$ cat config.mk
export PLATFORM = sky130hd
export DESIGN_NAME = blink_divider
export DESIGN_NICKNAME = d
export VERILOG_FILES = /design/src/blink_divider.sv
export SDC_FILE = /design/constraint.sdc
export NUM_CORES = 1
export LEC_CHECK = 0
export BUFFER_PORTS_ARGS = -buffer_cell sky130_fd_sc_hd__buf_2
export CAP_MARGIN = 20
export CORE_UTILIZATION = 51
export DETAILED_ROUTE_END_ITERATION = 6
export PLACE_DENSITY = 0.71
export SLEW_MARGIN = 30
export SYNTH_ARGS = -nofsm -noshare
export SYNTH_HDL_FRONTEND = slang
export SYNTH_SLANG_ARGS = --single-unit
$ cat constraint.sdc
create_clock -name pclk -period 2.25 [get_ports pclk]
set_input_delay 0.225 -clock pclk [delete_from_list [all_inputs] [get_ports pclk]]
set_output_delay 0.225 -clock pclk [all_outputs]
set_load 0.02 [all_outputs]
$ cat src/blink_divider.sv
// Error indicator blink generator
`default_nettype none
module blink_divider #(
  parameter int HALF_CYCLES = 50000000
) (
  input wire logic pclk,
  input wire logic presetn,
  input wire logic enable,
  output logic blink
);
  localparam int CW = $clog2(HALF_CYCLES + 1);

  generate
    if (HALF_CYCLES < 1) begin : g_bad
      $error("HALF_CYCLES must be at least one");
    end
  endgenerate

  logic [CW-1:0] cnt_q;
  logic blink_q;
  logic en_q;

  // First enabled cycle restarts the half period
  always_ff @(posedge pclk or negedge presetn) begin
    if (!presetn) begin
      en_q <= 1'b0;
    end else begin
      en_q <= enable;
    end
  end

  always_ff @(posedge pclk or negedge presetn) begin
    if (!presetn) begin
      cnt_q <= '0;
    end else if (!enable || !en_q || cnt_q == CW'(HALF_CYCLES - 1)) begin
      cnt_q <= '0;
    end else begin
      cnt_q <= cnt_q + CW'(1);
    end
  end

  // Starts lit as soon as enabled
  always_ff @(posedge pclk or negedge presetn) begin
    if (!presetn) begin
      blink_q <= 1'b0;
    end else if (!enable) begin
      blink_q <= 1'b0;
    end else if (!en_q) begin
      blink_q <= 1'b1;
    end else if (cnt_q == CW'(HALF_CYCLES - 1)) begin
      blink_q <= ~blink_q;
    end
  end

  assign blink = blink_q;
endmodule // blink_divider
`default_nettype wire

==> impl_results.md, run 1 <==
- Synthesis-to-layout area growth: 10.5%
- Detail Placement HPWL: 2070 um
- Synth Register Bits: 28
- Post-synth net total: about 150
- Worst Skew: about 0.0039 ns
- Hold Worst Slack: 0.00557 ns
- Pleak: 0.584 nW
- DRC: 0
- Gr ovfl total: 0
- Clk pin slew, worst setup/hold paths: ~0.15 ns
- VDD IR max: 428 uV
- Crit Path Category: reg -> reg
- Initial antenna violation count: 0
- Most numerous cell in the Yosys netlist: dfrtp_1
- Starting Density: 0.553
- Drt pass-1 iters: 4
- Max cap viols: 0
- Worst setup EP type: register
- Largest cells by area after synthesis: dfrtp_1 50%, xnor2_1 6.3%, nor2_1 5.4%
- Crit path required time: 2.51 ns
- Slew Limit Fails: 0
- Placed cells: 179
- Gr usage total: 0.228
- Crit-path max FO: 6
- Antenna-violating nets left: 0
- Die area: roughly 2900 um2
- Mapped Avg Cell Area: a little under 10 um2
- Setup TNS: 0 ns
- Post-synth top cells: 28 x dfrtp_1, 20 x nor2_1, 10 x xnor2_1, 9 x nand3_1
- Status: completed
- Placed cell areas: 1500 um2
- I/O pin cnt: 4
- Setup WS post-layout: 0.0978 ns
- Power density cells: 516 nW/um2
- Post-synth EDFFs: 0
- Vias in the first global route: 1094
- Total number of vias: roughly 1100
- WL final: a little under 3000 um
- Hold Path Class: in -> reg
- CTS H-Tree Depth: 1
- Predominant post-synthesis flop cell: dfrtp_1
- Finish-stage setup viols: 0
- Yosys Warn Count: 0
- Sink Count: 28
- Multi-input logic area: 666 um2
- Post-CTS setup buffers: 0
- Largest area contributor in the netlist: dfrtp_1
- DR vias/cell: 6.13
- CORE AREA: 2520 um2
- Rows: 18
- Async S/R FF share, synth: 1.00
- Routed WL per cell: 15.7 um
- Count of final hold-check violations: 0
- Diodes inserted: 0
- Gpl congestion: 0.836
- Num CTS Buffers: 3
- Clock Latency Late Sink: 0.34 ns
- Fin area: 1540 um2
- Fillers: between 200 and 250
- Die Y-Extent: 54.3 um
- Port Buffer Count: 3
- Clock tree buffer depth: 2
- Relative slew slack: 0.584
- RSZ-0062 raised after global routing: no
- Dpl ws: 0.117 ns
- Layout cells sized above 1: 0.110
- Final nets: 159
- First-pass GRT wire length: 4760 um
- Crit path DAT: 2.42 ns
- Post-CTS sizing: 0
- Startpoint Class: register
- Fin crit period: 2.15 ns
- Measured slew at the worst slew-check pin: roughly 0.62 ns
- Post-synth top area share: 0.502
- Mapped Cells: 142
- CTS root buf: clkbuf_4
- Non-filler cells, final: approximately 180
- Die width: 54.3 um
- CTS tree: yes
- Pin count of the biggest net entering global routing: 29
- Initial DRC Count: 16
- Cell Area, Synth: approximately 1400 um2
- Area occupied by registers: 701 um2
- Final period util: 0.957
- FMAX: 465 MHz
- Register area share after synthesis: 0.502
- Cell variety after synth: 27
## final timing paths
check,cells past startpoint,end,slack (ns),startpoint
hold reg to reg,1,blink,0.50,en_q
hold / removal,1,en_q,0.006,enable
max in group asynchronous,2,cnt_q[3],1.44,presetn
setup / recovery,4,blink,0.1,cnt_q[8]
min in group asynchronous,2,cnt_q[14],0.41,presetn
setup reg to reg,4,blink,0.1,cnt_q[8]
## flip-flops by register name (all words and copies together) (netlist names)
register / cells
en_q: 1
cnt_q: 26
blink: 1
## per-stage QoR
stage | util | total power [mW]
finish | 0.611 | 0.796
global route | 0.611 | 0.820
CTS | 0.611 | 0.806
detailed placement | 0.593 | 0.555
global placement | 0.593 | 0.553
floorplan | - | 0.533
## critical path: stages, from the launching register on
cell     delay, ns
dfrtp_1       0.47
or4_1         0.53
or4_4         0.57
or3_1         0.32
a31oi_1       0.19
## layout make-up
type | instances | share of cell area
inverter | 5 | 0.0122
timing repair buffer | 10 | 0.0536
tap | 30 | 0.0244
sequential | 28 | 0.455
clock buffer | 4 | 0.0235
multi-input combinational | 107 | 0.432
## power breakdown
part | switching (mW) | internal, mW | total, mW
Sequential | 0.00369 | 0.507 | 0.511
Clock | 0.151 | 0.0994 | 0.251
Combinational | 0.0227 | 0.0118 | 0.0345
Total | 0.178 | 0.618 | 0.796
## what timing repair did
item,in CTS,in global routing
hold endpoints to repair,28,0
setup endpoints to repair,0,0
hold buffers,1,0
## cells in the final DEF (no fill, tap or decap), drive strengths merged, types with 4 or more instances in the layout
master	synthesis	final
inv	5	5
nand4	6	6
a21oi	8	8
or3	7	7
nand2	8	8
o21ai	7	7
xnor2	10	10
nand3	9	9
clkbuf	0	4
dfrtp	28	28
xor2	5	5
buf	2	9
nor2	20	20
or4	8	8
and4	4	4
## cell families (layout without fill, tap and decap cells)
kind of cell    Yosys count  count (layout)  synth area share
simple gates             70              70             0.281
compound gates           21              21            0.0933
buf+inv                   7              19            0.0206
fa+ha+maj                 1               1           0.00897
flops                    28              28             0.502
xor+xnor                 15              15            0.0942
## metal layers
metal	vias to the layer above	part of all wire	track usage
met5	-	0	0
met4	0	0.020	0.0940
met3	9	0.022	0.0278
met2	18	0.48	0.376
met1	563	0.48	0.302
li1	538	-	-
Power figures use the tool's default switching activity.
==> inputs of run 2 (changes only) <==
- ABC_AREA: not set -> 1
- REMOVE_ABC_BUFFERS: not set -> 1
==> impl_results.md, run 2 <==
- Largest family of logic cells by synthesized area: simple AND/OR/NAND/NOR gates
- WL final: 3300 um (+14%)
- Crit path DAT: 1.96 ns (-0.46 ns)
- Antenna-violating nets left: 0 (unchanged)
- Fin crit period: 1.68 ns (-0.472 ns)
- Hold Path Class: in -> async
- Routed WL per cell: 11.4 um (-28%)
- Setup WS post-layout: 0.570 ns (+0.472 ns)
- Die area: 3590 um2 (+22%)
- Starting Density: 0.548 (-0.00548)
- Xor/xnor cell area share of the yosys netlist: 0.0716 (-0.0226)
- Slew Limit Fails: 0 (unchanged)
- Multi-input logic area: 891 um2 (+34%)
- Max cap viols: 0 (unchanged)
- DRC: 0 (unchanged)
- Die width: 60.0 um (+10%)
- Predominant post-synthesis flop cell: dfrtp_1
- Sink Count: 28 (unchanged)
- Post-CTS setup buffers: 0 (unchanged)
- Startpoint Class: register
- Port Buffer Count: 3 (unchanged)
- CTS H-Tree Depth: 1 (unchanged)
- Post-route core utilization: 0.577 (-0.0343)
- Count of final hold-check violations: 0 (unchanged)
- Worst Skew: 0.0153 ns (+0.0113 ns)
- Fillers: 315 (+39%)
- R2R cell count: 9 (+5)
- Register area share after synthesis: 0.409 (-0.0932)
- Total number of vias: 1370 (+21%)
- Most common cell after layout, fill and taps aside: nand2_1
- Synth Area in Simple Gates: 0.425 (+0.144)
- RSZ-0062 raised after global routing: no
- Post-synth top cells: 72 x nand2_1, 56 x nor2_1, 28 x dfrtp_1, 23 x inv_1, 13 x nand3_1
- Adder-cell share of the synthesized area: 0.00730 (-0.00166)
- Die Y-Extent: 60.0 um (+10%)
- Finish-stage setup viols: 0 (unchanged)
- Top Usage Layer GRT: met2
- I/O pin cnt: 4 (unchanged)
- FMAX: 595 MHz (+28%)
- Area occupied by registers: 701 um2 (unchanged)
- Most numerous cell in the Yosys netlist: nand2_1
- Final nets: 251 (+58%)
- Detail Placement HPWL: 2520 um (+21%)
- Biggest register: cnt_q
- Max reg flops: 26 (unchanged)
- CTS tree: yes
- Met2 usage in global routing: 0.325 (-0.0506)
- Synthesis-to-layout area growth: 5.33%
- Cell Area, Synth: 1710 um2 (+23%)
- Measured slew at the worst slew-check pin: 0.618 ns (-0.00642 ns)
- Mapped Cells: 239 (+68%)
- Post-synthesis compound-gate area fraction: 0.0161 (-0.0772)
- Reg-to-Reg Start: cnt_q[0]
- Async S/R FF share, synth: 1.00 (unchanged)
- Overall power: 798 uW (+0.31%)
- Mapped Avg Cell Area: 7.17 um2 (-27%)
- Synth Register Bits: 28 (unchanged)
- M1 GR Usage: 0.307 (+0.00515)
- Gr ovfl total: 0 (unchanged)
- Crit path required time: 2.53 ns (+0.02 ns)
- Crit-path max FO: 27 (+21)
- Final period util: 0.747 (-0.210)
- Vias in the first global route: 1221 (+12%)
- Clock Latency Late Sink: 0.34 ns (about the same)
- Critical R2R Capture: blink
- Cell variety after synth: 19 (-30%)
- Post-synth top area share: 0.409 (-0.0932)
- R2R setup slack: 0.57 ns (+0.47 ns)
- Worst setup EP type: register
- Most frequent cells in the layout: 72 x nand2_1, 56 x nor2_1, 28 x dfrtp_1
- CORE AREA: 3130 um2 (+24%)
- Relative slew slack: 0.588 (+0.00428)
- Gpl congestion: 0.910 (+8.9%)
- Initial antenna violation count: 0 (unchanged)
- VDD IR max: 263 uV (-39%)
- Met3 usage: 0.0476 (+0.0198)
- Largest area contributor in the netlist: dfrtp_1
- Dpl ws: 0.554 ns (+0.437 ns)
- CP Launch Point: cnt_q[0]
- Mux cell area share after synthesis: 0 (unchanged)
- Power density cells: 442 nW/um2 (-14%)
- DR vias/cell: 4.72 (-23%)
- Status: completed
- Drt pass-1 iters: 4 (unchanged)
- Yosys Warn Count: 0 (unchanged)
- Clock tree buffer depth: 2 (unchanged)
- Gr usage total: 0.215 (-0.0131)
- Post-synth EDFFs: 0 (unchanged)
- Pleak: 0.701 nW (+20%)
- Num CTS Buffers: 3 (unchanged)
- Rows: 20 (+2)
- Setup TNS: 0 ns (unchanged)
- Diodes inserted: 0 (unchanged)
- Crit Path Category: reg -> reg
- Clk pin slew, worst setup/hold paths: 0.16 ns (about the same)
- Layout cells sized above 1: 0.122 (+0.0116)
- Pin count of the biggest net entering global routing: 29 (unchanged)
- Worst setup path endpoint: blink
- CTS root buf: clkbuf_4
- First-pass GRT wire length: 5680 um (+19%)
- Largest cells by area after synthesis: dfrtp_1 41%, nand2_1 16%, nor2_1 12%
- Initial DRC Count: 74 (+58)
==> run 2: cell type report <==
cell class | count | area share
Multi-Input combinational cell | 186 | 0.494
Clock buffer | 4 | 0.0201
Timing Repair Buffer | 5 | 0.0194
Tap cell | 44 | 0.0305
Inverter | 23 | 0.0479
Sequential cell | 28 | 0.388
==> run 2: per-layer routing <==
metal  wire length [um]  up-vias
met5                  0        -
met4                 44        0
met3                139        6
li1                   -      730
met2               1410       25
met1               1700      609
==> run 2: timing repair <==
item	in CTS	in global routing
endpoints found under the hold margin	29	0
resized for setup	0	0
hold buffers	2	0
==> run 2: through the flow <==
step / cells / area [um2] / hold WS, ns
6_report: 290 / 1800 / 0.394
5_1_grt: 290 / 1800 / 0.476
4_1_cts: 290 / 1800 / 0.423
3_5_place_dp: 284 / 1750 / 0.279
3_3_place_gp: 284 / 1750 / 0.274
2_1_floorplan: 237 / 1680 / -0.0706
==> run 2: cells by family (layout without fill, tap and decap cells) <==
| logic type | count (synthesis) | after routing |
|---|---|---|
| AND/OR/NAND/NOR | 166 | 166 |
| flip-flops | 28 | 28 |
| buffers and inverters | 25 | 32 |
| XOR/XNOR | 14 | 14 |
| AO/OA/AOI/OAI | 5 | 5 |
| adder cells (fa/ha/maj) | 1 | 1 |
==> run 2: worst min-delay path by stage <==
| stage | cells after the start | end | startpoint | slack (ns) |
|---|---|---|---|---|
| detailed placement | 1 | cnt_q[13] | presetn | 0.28 |
| floorplan | 0 | blink | presetn | -0.07 |
| global route | 2 | cnt_q[24] | presetn | 0.48 |
| CTS | 2 | cnt_q[1] | presetn | 0.42 |
| global placement | 1 | cnt_q[13] | presetn | 0.27 |
| finish | 2 | cnt_q[13] | presetn | 0.39 |
==> run 2: critical path: stages (launching register included) <==
cell	delay [ns]
dfrtp_1	0.45
ha_1	0.28
inv_1	0.10
nor2_4	0.14
nand2_1	0.08
nor2_2	0.10
nand2_2	0.08
nand2_4	0.26
nand2_1	0.08
nand2_1	0.06
==> run 2: power by group <==
group / total (mW) / switching [mW] / internal, mW
Clock: 0.252 / 0.153 / 0.0993
Sequential: 0.512 / 0.00383 / 0.508
Combinational: 0.0346 / 0.0256 / 0.00893
==> inputs of run 3 (changes only) <==
- PLACE_DENSITY: 0.71 -> 0.74
- clock period: 2.25 -> 1.5 ns (I/O delays scaled with it)
==> impl_results.md, run 3 (synthesized netlist as in run 2, its figures left out) <==
- Status: completed
- Gr ovfl total: 0 (unchanged)
- Biggest register: cnt_q
- Detail Placement HPWL: 2740 um (+8.8%)
- Port Buffer Count: 3 (unchanged)
- R2R cell count: 10 (+1)
- CTS root buf: clkbuf_4
- Initial DRC Count: 53 (-28%)
- Max reg flops: 26 (unchanged)
- CTS tree: yes
- Pin count of the biggest net entering global routing: 29 (unchanged)
- Crit Path Category: reg -> reg
- Worst Skew: 0.00401 ns (-0.0113 ns)
- DRC: 0 (unchanged)
- CTS H-Tree Depth: 1 (unchanged)
- DR vias/cell: 4.83 (+2.3%)
- Total number of vias: 1445 (+5.5%)
- Final period util: 0.946 (+0.200)
- Relative slew slack: 0.595 (+0.00710)
- Count of final hold-check violations: 0 (unchanged)
- Antenna-violating nets left: 0 (unchanged)
- Routed WL per cell: 11.6 um (+2.0%)
- Startpoint Class: register
- Non-filler cells, final: 299 (+3.1%)
- Crit path required time: 1.78 ns (-0.75 ns)
- Finish-stage setup viols: 0 (unchanged)
- I/O pin cnt: 4 (unchanged)
- Hold Path Class: in -> async
- Vias in the first global route: 1352 (+11%)
- R2R setup slack: 0.08 ns (-0.49 ns)
- Die area: 3590 um2 (unchanged)
- Rows: 20 (unchanged)
- Diodes inserted: 0 (unchanged)
- Most frequent cells in the layout: 72 x nand2_1, 53 x nor2_1, 28 x dfrtp_1
- Most common cell after layout, fill and taps aside: nand2_1
- Clock tree buffer depth: 2 (unchanged)
- Die width: 60.0 um (unchanged)
- CP Launch Point: cnt_q[1]
- Pleak: 0.756 nW (+7.8%)
- Synthesis-to-layout area growth: 12.5%
- Crit path DAT: 1.70 ns (-0.26 ns)
- Measured slew at the worst slew-check pin: 0.608 ns (-0.0106 ns)
- RSZ-0062 raised after global routing: no
- WL final: 3470 um (+5.2%)
- Layout cells sized above 1: 0.173 (+0.0506)
- Fin crit period: 1.42 ns (-0.261 ns)
- Initial antenna violation count: 0 (unchanged)
- Placed cells: 291 (+2.5%)
- FMAX: 704 MHz (+18%)
- VDD IR max: 667 uV (+150%)
- Reg-to-Reg Start: cnt_q[1]
- Crit-path max FO: 14 (-48%)
- Drt pass-1 iters: 5 (+1)
- Starting Density: 0.548 (unchanged)
- Hold Worst Slack: 0.346 ns (-0.0483 ns)
- Final nets: 260 (+3.6%)
- Worst setup EP type: register
- Max cap viols: 0 (unchanged)
- Gpl congestion: 0.972 (+6.8%)
- Power density cells: 625 nW/um2 (+41%)
- Clock Latency Late Sink: 0.32 ns (-0.02 ns)
- Num CTS Buffers: 3 (unchanged)
- Setup TNS: 0 ns (unchanged)
- First-pass GRT wire length: 5980 um (+5.2%)
- Gr usage total: 0.224 (+0.00900)
- Die Y-Extent: 60.0 um (unchanged)
- Sink Count: 28 (unchanged)
- Slew Limit Fails: 0 (unchanged)
- CORE AREA: 3130 um2 (unchanged)
- Clk pin slew, worst setup/hold paths: 0.15 ns (about the same)
- Fillers: 300 (-4.8%)
-- run 3: through the flow --
step	util	power, mW	setup slack, ns	cell area (um2)
2_1_floorplan	-	0.805	0.0183	1680
3_3_place_gp	0.584	0.847	0.125	1830
3_5_place_dp	0.584	0.849	0.0567	1830
4_1_cts	0.602	1.22	0.0224	1880
5_1_grt	0.616	1.26	0.000593	1930
6_report	0.616	1.20	0.0803	1930
-- run 3: layer usage --
metal | global-route usage | wire [um] | share of wire
met1 | 0.300 | 1710 | 0.49
met2 | 0.373 | 1630 | 0.47
met3 | 0.0476 | 85 | 0.025
met4 | 0.0465 | 38 | 0.011
met5 | 0 | 0 | 0
-- run 3: path summary, 6_finish.rpt --
path | endpoint
hold / removal | cnt_q[18]
setup reg to reg | blink
setup / recovery | blink
max in group asynchronous | cnt_q[16]
hold reg to reg | blink
min in group pclk | en_q
-- run 3: area by class of cell --
| class | count | area, um2 | area share |
|---|---|---|---|
| well taps | 44 | 55.1 | 0.0286 |
| multi-input cells | 186 | 921 | 0.478 |
| clock buffers | 4 | 36.3 | 0.0188 |
| flip-flops and latches | 28 | 701 | 0.364 |
| repair buffers | 14 | 128 | 0.0662 |
| inverters | 23 | 86.3 | 0.0448 |
-- run 3: where the power goes --
part | internal (mW) | switching, mW
Sequential | 0.762 | 0.00551
Combinational | 0.0279 | 0.0446
Clock | 0.149 | 0.216
Total | 0.938 | 0.267
-- run 3: repair_timing --
item                                    CTS  global route
setup buffers                             0             2
hold buffers                              2             0
endpoints found under the setup margin    0            27
endpoints found under the hold margin    29             0
resized for setup                         0             7
-- run 3: worst max-delay path: stages, from the launching register on --
cell	delay (ns)
dfrtp_1	0.43
ha_4	0.16
inv_1	0.07
nor2_4	0.13
nand2_1	0.08
nor2_2	0.09
nand2_2	0.08
nand2_4	0.09
buf_12	0.14
nand2_1	0.06
nand2_1	0.05
